### config.mk
export PLATFORM = sky130hd
export DESIGN_NAME = ssc_current_reconstruction
export DESIGN_NICKNAME = d
export VERILOG_FILES = /design/src/common/ssc_pkg.sv /design/src/logic/ssc_current_scale.sv /design/src/logic/ssc_current_reconstruction.sv
export SDC_FILE = /design/constraint.sdc
export NUM_CORES = 1
export LEC_CHECK = 0
export BUFFER_PORTS_ARGS = -buffer_cell sky130_fd_sc_hd__buf_2
export CORE_MARGIN = 4
export CORE_UTILIZATION = 44
export CTS_BUF_LIST = sky130_fd_sc_hd__clkbuf_4
export DETAILED_ROUTE_END_ITERATION = 8
export GPL_ROUTABILITY_DRIVEN = 0
export MAX_ROUTING_LAYER = met4
export PLACE_DENSITY = 0.66
export SLEW_MARGIN = 20
export SYNTH_ARGS = -nofsm -noshare
export SYNTH_HDL_FRONTEND = slang
export SYNTH_HIERARCHICAL = 1
export SYNTH_SLANG_ARGS = --single-unit
### constraint.sdc
create_clock -name clk -period 10.6 [get_ports clk]
set_input_delay 0.53 -clock clk [delete_from_list [all_inputs] [get_ports clk]]
set_output_delay 0.53 -clock clk [all_outputs]
set_load 0.02 [all_outputs]
### src/common/ssc_pkg.sv
// shared constants and types for the single-shunt current reconstruction
package ssc_pkg;
    localparam int DUTY_W = 16;
    localparam int ADC_W = 12;
    localparam int CUR_W = 16;

    // timer clock period; the timer counts on clk, so cycles are counts
    localparam int CLK_PERIOD_NS = 8;
    // settle and sample times are board dependent: plain defaults
    localparam int SETTLE_NS = 600;
    localparam int ADC_SAMPLE_NS = 400;
    localparam int DEAD_TIME_NS = 1000;
    localparam int SETTLE_MARGIN_CYC =
        (SETTLE_NS + ADC_SAMPLE_NS + CLK_PERIOD_NS - 1) / CLK_PERIOD_NS;
    localparam int DEAD_TIME_CYC =
        (DEAD_TIME_NS + CLK_PERIOD_NS - 1) / CLK_PERIOD_NS;
    localparam logic [15:0] SETTLE_MARGIN = 16'(SETTLE_MARGIN_CYC);
    localparam logic [16:0] MIN_WINDOW =
        17'(SETTLE_MARGIN_CYC + DEAD_TIME_CYC);

    // mid-scale code means zero bus current
    localparam logic [11:0] ADC_MID = 12'h800;
    localparam int ADC_FULL_SCALE_LOG2 = 12;

    // current_scale_factor: 5 V / (4096 * 0.1 ohm * gain 5), in mA per code
    localparam int ADC_SPAN_MV = 5000;
    localparam int SHUNT_MOHM = 100;
    localparam int AMP_GAIN = 5;
    localparam int SCALE_MUL = ADC_SPAN_MV * 1000 / (SHUNT_MOHM * AMP_GAIN);
    localparam int SCALE_SHIFT = ADC_FULL_SCALE_LOG2;

    // bus voltage channel: 0..50 V across the 0..5 V input span
    localparam int VBUS_FULL_MV = 50000;

    // offset averaging at start-up
    localparam int CALIB_LOG2 = 4;
    localparam logic [3:0] CALIB_LAST = 4'hF;

    typedef enum logic [5:0] {
        CASE_UVW = 6'h01,
        CASE_UWV = 6'h02,
        CASE_WUV = 6'h04,
        CASE_VUW = 6'h08,
        CASE_VWU = 6'h10,
        CASE_WVU = 6'h20
    } ssc_case_t;

    typedef enum logic [1:0] {
        MODE_CALIB = 2'h1,
        MODE_RUN = 2'h2
    } ssc_mode_t;
endpackage

### src/logic/ssc_current_scale.sv
// scales one signed offset-corrected shunt difference into milliamperes
module ssc_current_scale (
    input wire logic clk,
    input wire logic srst,
    input wire logic load,
    input wire logic signed [13:0] codeDiff,
    output logic signed [15:0] currentMa,
    output logic loaded
);
    logic signed [29:0] product;
    logic signed [29:0] shifted;
    logic signed [15:0] currentMa_reg, currentMa_next;
    logic loaded_reg, loaded_next;

    always_comb begin
        product = 30'(codeDiff) * $signed(30'(ssc_pkg::SCALE_MUL));
        shifted = product >>> ssc_pkg::SCALE_SHIFT;
        // without a load the last value is held
        currentMa_next = load ? shifted[15:0] : currentMa_reg;
        loaded_next = load;
    end

    always_ff @(posedge clk) begin
        if (srst) begin
            currentMa_reg <= 16'sh0000;
            loaded_reg <= 1'b0;
        end else begin
            currentMa_reg <= currentMa_next;
            loaded_reg <= loaded_next;
        end
    end

    assign currentMa = currentMa_reg;
    assign loaded = loaded_reg;
endmodule

### src/logic/ssc_current_reconstruction.sv
// single-shunt phase current reconstruction, trigger placement, output disable
// Summary of operation
// - one low switch on: sample is its phase
// - two low switches on: negated third phase
// - sample only after settle plus sample margin
// - one 12-bit input, two result registers
// - conversions started by timer compare matches
// - third phase is negative sum of two
// - u>v>w: A=v+m, B=w+m, u and w
// - u>w>v: A=w+m, B=v+m, u and v
// - w>u>v: A=u+m, B=v+m, w and v
// - v>u>w: A=u+m, B=w+m, u and w
// - v>w>u: A=w+m, B=u+m, v and u
// - w>v>u: A=v+m, B=u+m, w and u
// - order duties each period, keep case flag
// - mid-scale code means zero current
// - current is code minus offset times factor
// - 0.1 ohm shunt, gain 5, five amperes
// - bus voltage 0..50 V over input span
// - overcurrent line forces PWM pins off immediately
// - oscillator stop also forces PWM pins off
// - output disable raises an interrupt request
// - offset captured once at start-up
// - flag periods where reading is impossible
// - assign currents once per period at trough
module ssc_current_reconstruction (
    input wire logic clk,
    input wire logic srst,
    input wire logic periodStart,
    input wire logic carrierTrough,
    input wire logic [15:0] timerCount,
    input wire logic [15:0] phaseUCompareLevel,
    input wire logic [15:0] phaseVCompareLevel,
    input wire logic [15:0] phaseWCompareLevel,
    input wire logic adcDone,
    input wire logic [11:0] adcData,
    input wire logic busVoltageDone,
    input wire logic [11:0] busVoltageData,
    input wire logic [5:0] pwmDriveEnable,
    input wire logic overcurrentDisableInputN,
    input wire logic oscillatorStopped,
    input wire logic outputDisableClear,
    output logic [15:0] sampleTriggerACompare,
    output logic [15:0] sampleTriggerBCompare,
    output logic adcTriggerA,
    output logic adcTriggerB,
    output logic [11:0] shuntResultFirst,
    output logic [11:0] shuntResultSecond,
    output logic [5:0] caseFlag,
    output logic notReadable,
    output logic offsetValid,
    output logic [11:0] shuntOffset,
    output logic signed [15:0] phaseUCurrentMa,
    output logic signed [15:0] phaseVCurrentMa,
    output logic signed [15:0] phaseWCurrentMa,
    output logic currentsValid,
    output logic [15:0] busVoltageMv,
    output logic [5:0] pwmOutputEnable,
    output logic outputDisableIrq
);
    // ordering of the three compare levels
    logic uGtV, uGtW, vGtW;
    ssc_pkg::ssc_case_t orderCase;
    logic [15:0] maxLvl, midLvl, minLvl;
    logic [16:0] upperGap, lowerGap;
    logic readable;

    // period and trigger group
    ssc_pkg::ssc_case_t caseReg, caseNext;
    logic [15:0] cmpAReg, cmpANext, cmpBReg, cmpBNext;
    logic notReadableReg, notReadableNext;
    logic armAReg, armANext, armBReg, armBNext;
    logic trigAReg, trigANext, trigBReg, trigBNext;
    logic tagBReg, tagBNext;

    // sample capture and offset group
    ssc_pkg::ssc_mode_t modeReg, modeNext;
    logic [11:0] firstReg, firstNext, secondReg, secondNext;
    logic gotAReg, gotANext, gotBReg, gotBNext;
    logic [15:0] calibSumReg, calibSumNext;
    logic [3:0] calibCntReg, calibCntNext;
    logic [11:0] offsetReg, offsetNext;

    // phase assignment
    logic commit;
    logic signed [13:0] diffA, diffB, diffThird;
    logic signed [13:0] uDiff, vDiff, wDiff;

    // output disable and bus voltage
    logic latchReg, latchNext;
    logic forceOff;
    logic [27:0] busProd;
    logic [15:0] busReg, busNext;

    always_comb begin
        uGtV = phaseUCompareLevel > phaseVCompareLevel;
        uGtW = phaseUCompareLevel > phaseWCompareLevel;
        vGtW = phaseVCompareLevel > phaseWCompareLevel;
        // equal levels land in a neighbouring case; the gap check flags them
        if (uGtV && vGtW) begin
            orderCase = ssc_pkg::CASE_UVW;
        end else if (uGtW && !vGtW) begin
            orderCase = ssc_pkg::CASE_UWV;
        end else if (!uGtW && uGtV) begin
            orderCase = ssc_pkg::CASE_WUV;
        end else if (!uGtV && uGtW) begin
            orderCase = ssc_pkg::CASE_VUW;
        end else if (vGtW) begin
            orderCase = ssc_pkg::CASE_VWU;
        end else begin
            orderCase = ssc_pkg::CASE_WVU;
        end
        case (orderCase)
            ssc_pkg::CASE_UVW: begin
                maxLvl = phaseUCompareLevel;
                midLvl = phaseVCompareLevel;
                minLvl = phaseWCompareLevel;
            end
            ssc_pkg::CASE_UWV: begin
                maxLvl = phaseUCompareLevel;
                midLvl = phaseWCompareLevel;
                minLvl = phaseVCompareLevel;
            end
            ssc_pkg::CASE_WUV: begin
                maxLvl = phaseWCompareLevel;
                midLvl = phaseUCompareLevel;
                minLvl = phaseVCompareLevel;
            end
            ssc_pkg::CASE_VUW: begin
                maxLvl = phaseVCompareLevel;
                midLvl = phaseUCompareLevel;
                minLvl = phaseWCompareLevel;
            end
            ssc_pkg::CASE_VWU: begin
                maxLvl = phaseVCompareLevel;
                midLvl = phaseWCompareLevel;
                minLvl = phaseUCompareLevel;
            end
            default: begin
                maxLvl = phaseWCompareLevel;
                midLvl = phaseVCompareLevel;
                minLvl = phaseUCompareLevel;
            end
        endcase
        upperGap = {1'b0, maxLvl} - {1'b0, midLvl};
        lowerGap = {1'b0, midLvl} - {1'b0, minLvl};
        // dead-time eats into each window, so it is part of the minimum
        readable = (upperGap >= ssc_pkg::MIN_WINDOW)
            && (lowerGap >= ssc_pkg::MIN_WINDOW);
    end

    always_comb begin
        caseNext = caseReg;
        cmpANext = cmpAReg;
        cmpBNext = cmpBReg;
        notReadableNext = notReadableReg;
        armANext = armAReg;
        armBNext = armBReg;
        tagBNext = tagBReg;
        trigANext = 1'b0;
        trigBNext = 1'b0;
        if (periodStart) begin
            caseNext = orderCase;
            cmpANext = midLvl + ssc_pkg::SETTLE_MARGIN;
            cmpBNext = minLvl + ssc_pkg::SETTLE_MARGIN;
            notReadableNext = !readable;
            armANext = 1'b1;
            armBNext = 1'b1;
        end else if (armAReg && (timerCount == cmpAReg)) begin
            trigANext = 1'b1;
            armANext = 1'b0;
            tagBNext = 1'b0;
        end else if (armBReg && (timerCount == cmpBReg)) begin
            // equal compares lose B; such periods are flagged unreadable
            trigBNext = 1'b1;
            armBNext = 1'b0;
            tagBNext = 1'b1;
        end
    end

    always_ff @(posedge clk) begin
        if (srst) begin
            caseReg <= ssc_pkg::CASE_UVW;
            cmpAReg <= 16'h0000;
            cmpBReg <= 16'h0000;
            notReadableReg <= 1'b1;
            armAReg <= 1'b0;
            armBReg <= 1'b0;
            trigAReg <= 1'b0;
            trigBReg <= 1'b0;
            tagBReg <= 1'b0;
        end else begin
            caseReg <= caseNext;
            cmpAReg <= cmpANext;
            cmpBReg <= cmpBNext;
            notReadableReg <= notReadableNext;
            armAReg <= armANext;
            armBReg <= armBNext;
            trigAReg <= trigANext;
            trigBReg <= trigBNext;
            tagBReg <= tagBNext;
        end
    end

    // currents must be zero during calibration; the block cannot check that
    always_comb begin
        modeNext = modeReg;
        firstNext = firstReg;
        secondNext = secondReg;
        gotANext = gotAReg;
        gotBNext = gotBReg;
        calibSumNext = calibSumReg;
        calibCntNext = calibCntReg;
        offsetNext = offsetReg;
        commit = carrierTrough && gotAReg && gotBReg && !notReadableReg
            && (modeReg == ssc_pkg::MODE_RUN);
        if (carrierTrough) begin
            gotANext = 1'b0;
            gotBNext = 1'b0;
        end
        if (adcDone) begin
            if (modeReg == ssc_pkg::MODE_CALIB) begin
                calibSumNext = calibSumReg + 16'(adcData);
                calibCntNext = calibCntReg + 4'h1;
                if (calibCntReg == ssc_pkg::CALIB_LAST) begin
                    offsetNext = calibSumNext[15:ssc_pkg::CALIB_LOG2];
                    modeNext = ssc_pkg::MODE_RUN;
                end
            end else if (tagBReg) begin
                secondNext = adcData;
                gotBNext = 1'b1;
            end else begin
                firstNext = adcData;
                gotANext = 1'b1;
            end
        end
    end

    always_ff @(posedge clk) begin
        if (srst) begin
            modeReg <= ssc_pkg::MODE_CALIB;
            firstReg <= 12'h000;
            secondReg <= 12'h000;
            gotAReg <= 1'b0;
            gotBReg <= 1'b0;
            calibSumReg <= 16'h0000;
            calibCntReg <= 4'h0;
            offsetReg <= ssc_pkg::ADC_MID;
        end else begin
            modeReg <= modeNext;
            firstReg <= firstNext;
            secondReg <= secondNext;
            gotAReg <= gotANext;
            gotBReg <= gotBNext;
            calibSumReg <= calibSumNext;
            calibCntReg <= calibCntNext;
            offsetReg <= offsetNext;
        end
    end

    always_comb begin
        // above the offset is positive bus current, below is negative
        diffA = $signed({2'b00, firstReg})
            - $signed({2'b00, offsetReg});
        diffB = $signed({2'b00, offsetReg})
            - $signed({2'b00, secondReg});
        diffThird = -(diffA + diffB);
        case (caseReg)
            ssc_pkg::CASE_UVW: begin
                uDiff = diffA;
                wDiff = diffB;
                vDiff = diffThird;
            end
            ssc_pkg::CASE_UWV: begin
                uDiff = diffA;
                vDiff = diffB;
                wDiff = diffThird;
            end
            ssc_pkg::CASE_WUV: begin
                wDiff = diffA;
                vDiff = diffB;
                uDiff = diffThird;
            end
            ssc_pkg::CASE_VUW: begin
                // u from sample A here, although v has the largest duty
                uDiff = diffA;
                wDiff = diffB;
                vDiff = diffThird;
            end
            ssc_pkg::CASE_VWU: begin
                vDiff = diffA;
                uDiff = diffB;
                wDiff = diffThird;
            end
            default: begin
                wDiff = diffA;
                uDiff = diffB;
                vDiff = diffThird;
            end
        endcase
    end

    ssc_current_scale scaleU (
        .clk(clk),
        .srst(srst),
        .load(commit),
        .codeDiff(uDiff),
        .currentMa(phaseUCurrentMa),
        .loaded(currentsValid)
    );

    ssc_current_scale scaleV (
        .clk(clk),
        .srst(srst),
        .load(commit),
        .codeDiff(vDiff),
        .currentMa(phaseVCurrentMa),
        .loaded()
    );

    ssc_current_scale scaleW (
        .clk(clk),
        .srst(srst),
        .load(commit),
        .codeDiff(wDiff),
        .currentMa(phaseWCurrentMa),
        .loaded()
    );

    // the comparator is trusted to pull the line low outside the window
    always_comb begin
        latchNext = (latchReg && !outputDisableClear)
            || !overcurrentDisableInputN || oscillatorStopped;
        forceOff = !overcurrentDisableInputN || oscillatorStopped
            || latchReg;
        busProd = 28'(busVoltageData) * 28'(ssc_pkg::VBUS_FULL_MV);
        busNext = busVoltageDone
            ? busProd[27:ssc_pkg::ADC_FULL_SCALE_LOG2] : busReg;
    end

    always_ff @(posedge clk) begin
        if (srst) begin
            latchReg <= 1'b0;
            busReg <= 16'h0000;
        end else begin
            latchReg <= latchNext;
            busReg <= busNext;
        end
    end

    // combinational path: no clock edge between the line and the pins
    assign pwmOutputEnable = forceOff ? 6'h00 : pwmDriveEnable;
    assign outputDisableIrq = latchReg;
    assign sampleTriggerACompare = cmpAReg;
    assign sampleTriggerBCompare = cmpBReg;
    assign adcTriggerA = trigAReg;
    assign adcTriggerB = trigBReg;
    assign shuntResultFirst = firstReg;
    assign shuntResultSecond = secondReg;
    assign caseFlag = caseReg;
    assign notReadable = notReadableReg;
    assign offsetValid = (modeReg == ssc_pkg::MODE_RUN);
    assign shuntOffset = offsetReg;
    assign busVoltageMv = busReg;
endmodule

# After elaboration in Yosys (flattened, before gate mapping)
# Cells that the tools add are included.
dict set report word_totals {
  inputBits 103
  output_inout_bits 150
  ff_bits 170
  wordCells 134
}
dict set report classes {
  n_addsub 10
  n_eq_ne 16
  magnitude_cmp 5
  multipliers 4
  n_reduce_logical 44
  bitwise_logic 3
  n_mux 29
}
# op n
set op_table {}
lappend op_table {{$pmux 16 s2} 3}
lappend op_table {{$pmux 14 s2} 3}
lappend op_table {{$mul 14x11->24 const B} 3}
lappend op_table {{$gt 16x16->1} 3}
lappend op_table {{$mux 6} 6}
lappend op_table {{$ge 17x8->1 const B} 2}
lappend op_table {{$sub 16x16->17} 2}
lappend op_table {{$add 16x7->16 const B} 2}
lappend op_table {{$eq 16x16->1} 2}
lappend op_table {{$sub 12x12->13} 2}
lappend op_table {{$mul 12x12->24 const B} 1}
lappend op_table {{$reduce_or 2->1} 10}
lappend op_table {{$mux 1} 17}
lappend op_table {{$add 16x12->16} 1}
lappend op_table {{$add 13x13->14} 1}
lappend op_table {{$neg 14->14} 1}
lappend op_table {{$eq 6x1->1 const B} 2}
lappend op_table {{$eq 6x2->1 const B} 2}
lappend op_table {{$eq 6x3->1 const B} 2}
lappend op_table {{$eq 6x4->1 const B} 2}
lappend op_table {{$eq 6x5->1 const B} 2}
lappend op_table {{$logic_and 1x1->1} 12}
lappend op_table {{$reduce_and 3->1} 3}
lappend op_table {{$logic_not 1->1} 7}
lappend op_table {{other kinds (10)} 20}

# Depth between registers and ports, before layout
# Gate-level depths: netlist of the first run.
dict set report depth {
  ltp_word 14
  depth_mapped 39
  depth_no_buf 39
}

# Cells and area by module
# Netlist of the first run, hierarchy kept.
# mod area_per_inst_um2 cells_per_inst n_inst
set by_module_without_submodules {}
lappend by_module_without_submodules {ssc_current_reconstruction 14032.2 1803 1}
lappend by_module_without_submodules {{ssc_current_scale at scaleU ...} 3090.5 330 2}
lappend by_module_without_submodules {{ssc_current_scale at scaleW} 3146.8 336 1}

# Worst setup path after synthesis of the first run
# Ideal clock, no wire load.
dict set report synth_path {
  path_kind {reg-to-reg}
  from {register secondReg[0] (netlist: shuntResultSecond[0])}
  to {register scaleU.currentMa_reg[14] (netlist: scaleU/currentMa[14])}
  stages_incl_launch_ff 36
  n_path_buf 0
  t_required_ns 10.521
  setup_slack_ns 2.262
  arrival_time_ns 8.259
  period_less_slack_ns 8.338
  cell_sequence {dfxtp_1 ha_1 inv_1 fa_1 a21o_1 a21oi_1 o21ai_0 a21oi_1 o21bai_1 a21oi_1 nor2b_1 o21ai_0 nor2b_1 xnor2_1 inv_1 ha_1 ha_1 o21a_1 o41ai_1 xnor2_1 o21ai_0 ha_1 inv_1 ha_1 fa_1 inv_1 fa_1 fa_1 inv_1 ha_1 nor3_1 nor3_1 a221oi_1 o21ai_2 xor2_1 a211oi_2}
}
dict set report synth_via {
  elab_chain_cells 5
}
# item line_no
set synth_lines {}
lappend synth_lines {{start, declared} ssc_current_reconstruction.sv:78} ;# logic [11:0] firstReg, firstNext, secondReg, secondNext;
lappend synth_lines {{start signal, assigned} ssc_current_reconstruction.sv:252} ;# secondReg <= secondNext;
lappend synth_lines {{$sub 12x12->13 (*)} ssc_current_reconstruction.sv:266} ;# - $signed({2'b00, secondReg});
lappend synth_lines {{$add 13x13->14} ssc_current_reconstruction.sv:267} ;# diffThird = -(diffA + diffB);
lappend synth_lines {{$neg 14->14} ssc_current_reconstruction.sv:267}
lappend synth_lines {{$pmux 14 s2 (*)} ssc_current_reconstruction.sv:268} ;# case (caseReg)
lappend synth_lines {{named net uDiff[13]} ssc_current_reconstruction.sv:87} ;# logic signed [13:0] uDiff, vDiff, wDiff;
lappend synth_lines {{$mul 14x11->24 (*)} ssc_current_scale.sv:16} ;# product = 30'(codeDiff) * $signed(30'(ssc_pkg::SCALE_MUL));
lappend synth_lines {{end signal, assigned} ssc_current_scale.sv:28} ;# currentMa_reg <= currentMa_next;
lappend synth_lines {{end, declared} ssc_current_scale.sv:12} ;# logic signed [15:0] currentMa_reg, currentMa_next;
# Mark *: on every way through the listed nets, which the timed path passes. The rest lies on a longest branch.
# A chain may end at the register's enable or synchronous reset.

# Final worst setup path of the first run
dict set report layout_path {
  from {register secondReg[0] (netlist: shuntResultSecond[0])}
  to {register scaleW.currentMa_reg[15] (netlist: scaleW/currentMa[15])}
}
dict set report layout_via {
  elab_chain_cells 5
}
# item line_no
set layout_lines {}
lappend layout_lines {{$sub 12x12->13 (*)} ssc_current_reconstruction.sv:266}
lappend layout_lines {{$add 13x13->14} ssc_current_reconstruction.sv:267}
lappend layout_lines {{$neg 14->14} ssc_current_reconstruction.sv:267}
lappend layout_lines {{$pmux 14 s2 (*)} ssc_current_reconstruction.sv:268}
lappend layout_lines {{named net wDiff[10]} ssc_current_reconstruction.sv:87}
lappend layout_lines {{$mul 14x11->24 (*)} ssc_current_scale.sv:16}
lappend layout_lines {{end signal, assigned} ssc_current_scale.sv:28}
lappend layout_lines {{end, declared} ssc_current_scale.sv:12}
# Marked as above.

==> flow_summary.ini, run 1 <==
[run_status]
status = finished, final reports clean

[global_routing]
grt_use_total_pct = 23.32
grt_overflow_total = 0
grt_max_degree = 65
antenna_found_initial = 3
grt_pass1_vias = 20270
grt_pass1_wl_mm = 105.1

[finish]
regArea_um2 = 3403
area_growth_pct = 10.20
final_cell_area_um2 = 25700
multiInputGateArea_um2 = 17860
drive_above_1_share_pct = 12.79
final_cell_mix = inv_1, ha_1, buf_2
nFillCells = 5111
final_common_cell = inv_1
final_nets = 3708
final_core_util_pct = 48.90

[power]
power_density_nw_per_um2 = 131.2
p_leak_nw = 13.28
ir_worst_vdd_uv = 129.8

[timing]
fmaxAchievable_ghz = 0.1148
rsz0062_at_grt = no
period_needed_ns = 8.714
timing.final.crit_share_pct = 82.21
finClkSkew_ns = 0.05089
drv_slew = 0
fin_setup_tns_ns = 0
tightest_slew_ns = 1.045
final_hold_viol_count = 0
relSlewSlack_pct = 29.60
finalSetupViolCount = 0
postLayoutSetupSlackWorst_ns = 1.886

[logic_synthesis]
syn-num-nets = 3485
postSynthCellCount = 2797
yosysWarnings = 6
postSynthAreaPerCell_um2 = 8.337
syn_area_um2 = 23320

[floorplanning]
die-area_um2 = 56750
start_util_pct = 44.38
fp.dieW_um = 238.2
die_h_um = 238.2
std_cell_rows = 84
core_area_um2 = 52550
num_io_pins = 253

[drt]
drt_wl_total_mm = 64.83
drc = 0
wl_per_cell_um = 17.40
firstDrtPassIters = 6
first_iter_violations = 1277
drt-vias-per-instance = 5.511
drt.antenna.violating_nets = 0
num_vias = 20530

[clock_network]
clkSinkCount = 170
post_cts.repair.setup_buffers = 0
cts_buffers = 17
ctsHoldBuffers = 13
cts.path.max_buffers = 2
clkTransAtPathRegs_ns = 0.16
clkLatencyLatePin_ns = 0.77
htreeDepth = 4
cts_resized = 0
clock-root-buffer = clkbuf_4
cts_tree = done

[placement]
port-buffer-count = 252
dp_hpwl_mm = 54.30
post_dp_cell_area_um2 = 25230
place_ws_ns = 1.849

[setup_path]
cp-end-kind = flop
crit_required_ns = 11.26
crit_fanout = 6
cpMaxStageDelayCell = fa_1
max_stage_delay_ns = 0.50
crit_top_cell = ha_1
cp-startpoint = shuntResultSecond[0]
crit_arrival_ns = 9.37
rrSetupSlack_ns = 1.89
crit_type = reg -> reg
cp-start-kind = flop
r2r-start = shuntResultSecond[0]

[worst_hold_path]
hp-start = adcData[0]
worstHoldPathType = in -> reg

[flow_run]
maxCapViolCount = 0
layer usage:
metal	up-vias	track usage [%]	wire length (um)
li1	10060	-	-
met1	9786	30.43	29420
met2	584	37.21	29780
met3	108	4.311	3901
met4	0	6.702	1721
met5	-	-	0
power breakdown:
| group | leakage (nW) | internal, W | switching [W] |
|---|---|---|---|
| Clock | 0.166 | 0.000114 | 0.000308 |
| Combinational | 11.7 | 0.000900 | 0.00132 |
| Sequential | 1.39 | 0.000686 | 0.0000393 |
| Total | 13.3 | 0.00170 | 0.00167 |
final cells by class:
type | instances | area share (%)
multi-input cells | 2086 | 69.50
flip-flops and latches | 170 | 13.24
inverters | 468 | 6.836
repair buffers | 277 | 5.789
well taps | 688 | 3.350
clock inverters | 15 | 0.7401
clock buffers | 17 | 0.4966
diodes | 5 | 0.04869
through the flow:
stage	power, W	hold WS (ns)	cells
finish	0.003372	0.1271	3726
global route	0.003713	0.08894	3726
CTS	0.003383	0.007496	3721
detailed placement	0.002934	0.4528	3676
global placement	0.002858	0.4321	3676
floorplan	0.002411	0.4356	2797
path summary, 6_finish.rpt:
kind / endpoint / cells past startpoint
setup / recovery: scaleW/currentMa[15] / 34
hold / removal: shuntResultFirst[0] / 3
setup reg to reg: scaleW/currentMa[15] / 34
hold reg to reg: calibSumReg[8] / 2
critical path, delay by kind of cell (launching register included):
kind,cells,cell delay (ns)
AO/OA/AOI/OAI,14,3.14
adder cells (fa/ha/maj),10,3.71
AND/OR/NAND/NOR,4,0.66
XOR/XNOR,2,0.48
buffers and inverters,4,0.26
flip-flops,1,0.40
Note: power is estimated with default switching activity, not from simulation.
==> run 2: changes to the inputs <==
--- a/config.mk
+++ b/config.mk
@@ -12,7 +12,7 @@
 export DETAILED_ROUTE_END_ITERATION = 8
 export GPL_ROUTABILITY_DRIVEN = 0
 export MAX_ROUTING_LAYER = met4
-export PLACE_DENSITY = 0.66
+export PLACE_DENSITY = 0.68
 export SLEW_MARGIN = 20
 export SYNTH_ARGS = -nofsm -noshare
 export SYNTH_HDL_FRONTEND = slang
==> constraint.sdc (replaced) <==
create_clock -name clk -period 7.2 [get_ports clk]
set_input_delay 0.36 -clock clk [delete_from_list [all_inputs] [get_ports clk]]
set_output_delay 0.36 -clock clk [all_outputs]
set_load 0.02 [all_outputs]
==> flow_summary.ini, run 2 (synthesis results as in run 1) <==
[run_status]
status = finished, violations left
violations = setup timing

[worst_hold_path]
worstHoldPathType = in -> reg

[timing]
postLayoutSetupSlackWorst_ns = -0.3366
finClkSkew_ns = 0.04008
tightest_slew_ns = 1.112
fmaxAchievable_ghz = 0.1327
timing.final.crit_share_pct = 104.7
rsz0062_at_grt = yes
finalSetupViolCount = 19
relSlewSlack_pct = 25.64
period_needed_ns = 7.537
final_hold_viol_count = 0
drv_slew = 0

[power]
netSwitchingFraction_pct = 46.54
power_density_nw_per_um2 = 200.4
p_comb_share_pct = 70.8
internal-power_w = 0.003143
ir_worst_vdd_uv = 262.9
power_frac_seq_pct = 18.2
switchingPower_w = 0.002736
clock_power_share_pct = 11.0
p_leak_nw = 14.72

[setup_path]
crit_type = reg -> reg
cp-end-kind = flop
cpMaxStageDelayCell = fa_1
crit_arrival_ns = 8.17
cp-start-kind = flop
crit_required_ns = 7.84
max_stage_delay_ns = 0.49
crit_fanout = 6

[global_routing]
grt_overflow_total = 0
grt_pass1_wl_mm = 105.0
grt_use_total_pct = 23.46
grt_max_degree = 77
antenna_found_initial = 3
grt_pass1_vias = 20360

[finish]
final_cell_mix = inv_1, ha_1, buf_2
final_common_cell = inv_1
drive_above_1_share_pct = 25.87
area_growth_pct = 25.78
final_nets = 3961
final_cells = 3980

[flow_run]
maxCapViolCount = 0

[clock_network]
clkSinkCount = 170
clkTransAtPathRegs_ns = 0.18
clock-root-buffer = clkbuf_4
clkLatencyLatePin_ns = 0.79
cts.path.max_buffers = 2
cts_buffers = 17
htreeDepth = 4
cts_tree = done

[placement]
placed_cells = 3864
dp_hpwl_mm = 53.11
place_ws_ns = -0.3857
port-buffer-count = 252

[floorplanning]
core_area_um2 = 52550
die_h_um = 238.2
num_io_pins = 253
std_cell_rows = 84
fp.dieW_um = 238.2
start_util_pct = 44.38
die-area_um2 = 56750

[drt]
drc = 0
drt-vias-per-instance = 5.361
firstDrtPassIters = 7
first_iter_violations = 1178
num_vias = 21340
drt.antenna.violating_nets = 0
wl_per_cell_um = 16.97
drt_wl_total_mm = 67.53
-- run 2: changes by cell type in the layout (fill, tap and decap cells not counted), sizes merged --
cell,before,now
bufinv,0,1
inv,475,474
diode,5,6
buf,264,507
clkinv,8,7
dlygate4sd3,13,23
clkbuf,17,18
-- run 2: final cells by class --
class / instances / area [um^2]
clock buffer: 18 / 135.1
timing repair buffer: 530 / 3520
inverter: 468 / 1764
clock inverter: 14 / 178.9
antenna: 6 / 15.01
fill: 4782 / 23220
tap: 688 / 860.8
sequential: 170 / 3421
multi-input combinational: 2086 / 19440
-- run 2: metrics by stage --
stage                     total power [W]  util (%)  hold slack (ns)  area (um^2)  setup TNS (ns)
after floorplan                  0.003619         -           0.4356        23660         -0.3405
after global placement           0.004680     51.34           0.4326        26980          -3.159
after detailed placement         0.004707     51.34           0.4405        26980          -4.765
after CTS                        0.005643     53.81       0.00003780        28280          -2.573
after global routing             0.006415     55.82          0.05164        29330          -10.15
final                            0.005879     55.82           0.1240        29330          -3.028
-- run 2: critical path, delay by kind of cell, from the launching register on --
family          cells  cell delay (ns)
buf+inv             8             0.71
fa+ha+maj          10             3.42
flops               1             0.38
simple gates        3             0.35
compound gates     12             2.00
xor+xnor            3             0.55
-- run 2: final timing paths --
kind / start / to / slack, ns / cells past startpoint
min reg2reg: scaleU/currentMa[9] / scaleU/currentMa[9] / 0.46 / 2
max: shuntResultFirst[0] / scaleV/currentMa[14] / -0.34 / 36
min: timerCount[5] / armAReg / 0.12 / 6
max reg2reg: shuntResultFirst[0] / scaleV/currentMa[14] / -0.34 / 36
-- run 2: metal layers --
layer  up-vias  routed length (um)  GRT usage [%]
met1     10070               28420          29.14
li1      10570                   -              -
met5         -                   0              -
met2       581               33260          39.13
met3       112                3852          4.681
met4         0                1993          6.350
-- run 2: repair_timing --
action	in CTS	in global routing
pin swaps	83	100
setup endpoints to repair	25	36
setup buffers	30	26
hold buffers	23	0
hold endpoints to repair	62	0
resized for setup	100	155
-- run 2: power by group through the flow --
stage | clock network, W | registers [W] | logic, W
CTS | 0.000675 | 0.00107 | 0.00390
global route | 0.000706 | 0.00108 | 0.00463
floorplan | 0 | 0.00114 | 0.00248
finish | 0.000646 | 0.00107 | 0.00416
global placement | 0 | 0.00109 | 0.00359
detailed placement | 0 | 0.00109 | 0.00362
==> run 3: changes to the inputs <==
--- a/config.mk
+++ b/config.mk
@@ -5,6 +5,7 @@
 export SDC_FILE = /design/constraint.sdc
 export NUM_CORES = 1
 export LEC_CHECK = 0
+export ABC_AREA = 1
 export BUFFER_PORTS_ARGS = -buffer_cell sky130_fd_sc_hd__buf_2
 export CORE_MARGIN = 4
 export CORE_UTILIZATION = 44
==> flow_summary.ini, run 3 <==
[flow_run]
maxCapViolCount = 0

[drt]
wl_per_cell_um = 15.24
firstDrtPassIters = 7
drt-vias-per-instance = 5.077
first_iter_violations = 1403
drc = 0
num_vias = 22580
drt_wl_total_mm = 67.77
drt.antenna.violating_nets = 0

[timing]
fin_setup_tns_ns = 0
postLayoutSetupSlackWorst_ns = 0.2557
relSlewSlack_pct = 28.53
rsz0062_at_grt = yes
fmaxAchievable_ghz = 0.1440
finClkSkew_ns = 0.03923
period_needed_ns = 6.944
final_hold_viol_count = 0
timing.hold.ws_ns = 0.1173
finalSetupViolCount = 0
drv_slew = 0
timing.final.crit_share_pct = 96.45
tightest_slew_ns = 1.068

[floorplanning]
fp.dieW_um = 243.5
die-area_um2 = 59270
die_h_um = 243.5
start_util_pct = 44.37
std_cell_rows = 86
core_area_um2 = 54990
num_io_pins = 253

[setup_path]
ff2ff_path_depth = 38
crit_fanout = 5
r2r-start = shuntResultFirst[0]
cp-end-kind = flop
rrSetupSlack_ns = 0.26
r2r-end = scaleU/currentMa[12]
crit_arrival_ns = 7.58
cpMaxStageDelayCell = fa_1
crit_type = reg -> reg
max_stage_delay_ns = 0.56
crit_required_ns = 7.83
cp-start-kind = flop

[clock_network]
clkTransAtPathRegs_ns = 0.17
clkSinkCount = 170
cts_buffers = 17
cts_tree = done
htreeDepth = 4
cts.path.max_buffers = 2
clock-root-buffer = clkbuf_4
clkLatencyLatePin_ns = 0.75

[placement]
place_ws_ns = -0.1077
port-buffer-count = 252
post_dp_cell_area_um2 = 26910
dp_hpwl_mm = 56.06

[power]
power_w = 0.005998
power_density_nw_per_um2 = 211.2
p_leak_nw = 15.45
ir_worst_vdd_uv = 226.1

[finish]
final_cell_area_um2 = 28400
final_nets = 4369
final_cell_mix = inv_1, nand2_1, ha_1
final_common_cell = inv_1
area_growth_pct = 16.42
drive_above_1_share_pct = 17.92
nFillCells = 5470

[global_routing]
grt_pass1_wl_mm = 108.3
grt_overflow_total = 0
grt_use_total_pct = 22.96
antenna_found_initial = 6
grt_max_degree = 88
grt_pass1_vias = 21420

[worst_hold_path]
hp-start = timerCount[10]
min_to = adcTriggerA
hold_path_depth = 6
worstHoldPathType = in -> reg

[logic_synthesis]
postSynthAreaPerCell_um2 = 7.289
yosysWarnings = 6
syn-num-nets = 4035
postSynthCellCount = 3347
syn_area_um2 = 24390

[run_status]
status = finished, final reports clean
-- run 3: critical path, delay by kind of cell, from the launching register on --
family | cells | cell delay, ns
adders and majority gates | 10 | 3.41
and+or+nand+nor | 13 | 1.34
AOI/OAI and AO/OA | 6 | 0.93
xor gates and xnor gates | 2 | 0.43
buffers and inverters | 7 | 0.38
DFF | 1 | 0.36
-- run 3: layout make-up --
type,instances,area (um^2),share of cell area [%]
antenna,6,15.01,0.05287
multi-input combinational,2434,18860,66.42
timing repair buffer,374,2257,7.947
tap,748,935.9,3.295
clock inverter,15,202.7,0.7137
sequential,170,3418,12.04
clock buffer,17,127.6,0.4494
inverter,684,2581,9.089
-- run 3: what timing repair did --
action,CTS,global route
setup buffers,1,16
setup endpoints to repair,18,33
hold buffers,29,0
pin swaps,1,59
hold endpoints to repair,35,0
gates resized for setup,6,155
-- run 3: power breakdown --
part / internal (W) / total (W) / switching, W
logic: 0.00169 / 0.00426 / 0.00257
clock network: 0.000227 / 0.000664 / 0.000437
registers: 0.00101 / 0.00108 / 0.0000659
-- run 3: stage by stage --
stage,util [%],instances
floorplan,-,3347
finish,51.65,4448
detailed placement,48.94,4366
global placement,48.94,4366
CTS,50.15,4428
global route,51.65,4448
-- run 3: worst max-delay path by stage --
stage / startpoint / endpoint / slack, ns / depth (start not counted)
final: shuntResultFirst[0] / scaleU/currentMa[12] / 0.26 / 38
after CTS: shuntOffset[0] / scaleU/currentMa[15] / 0.02 / 40
after global routing: shuntOffset[0] / scaleW/currentMa[15] / -0.09 / 37
after detailed placement: shuntOffset[0] / scaleU/currentMa[13] / -0.11 / 40
after floorplan: shuntOffset[0] / scaleV/currentMa[13] / -0.1 / 39
after global placement: shuntOffset[0] / scaleU/currentMa[13] / 0.02 / 38
-- run 3: per-layer routing --
layer / GRT usage (%) / wire [um]
met1: 28.41 / 30250
met2: 37.55 / 31680
met3: 4.391 / 3722
met4: 8.199 / 2122
met5: - / 0
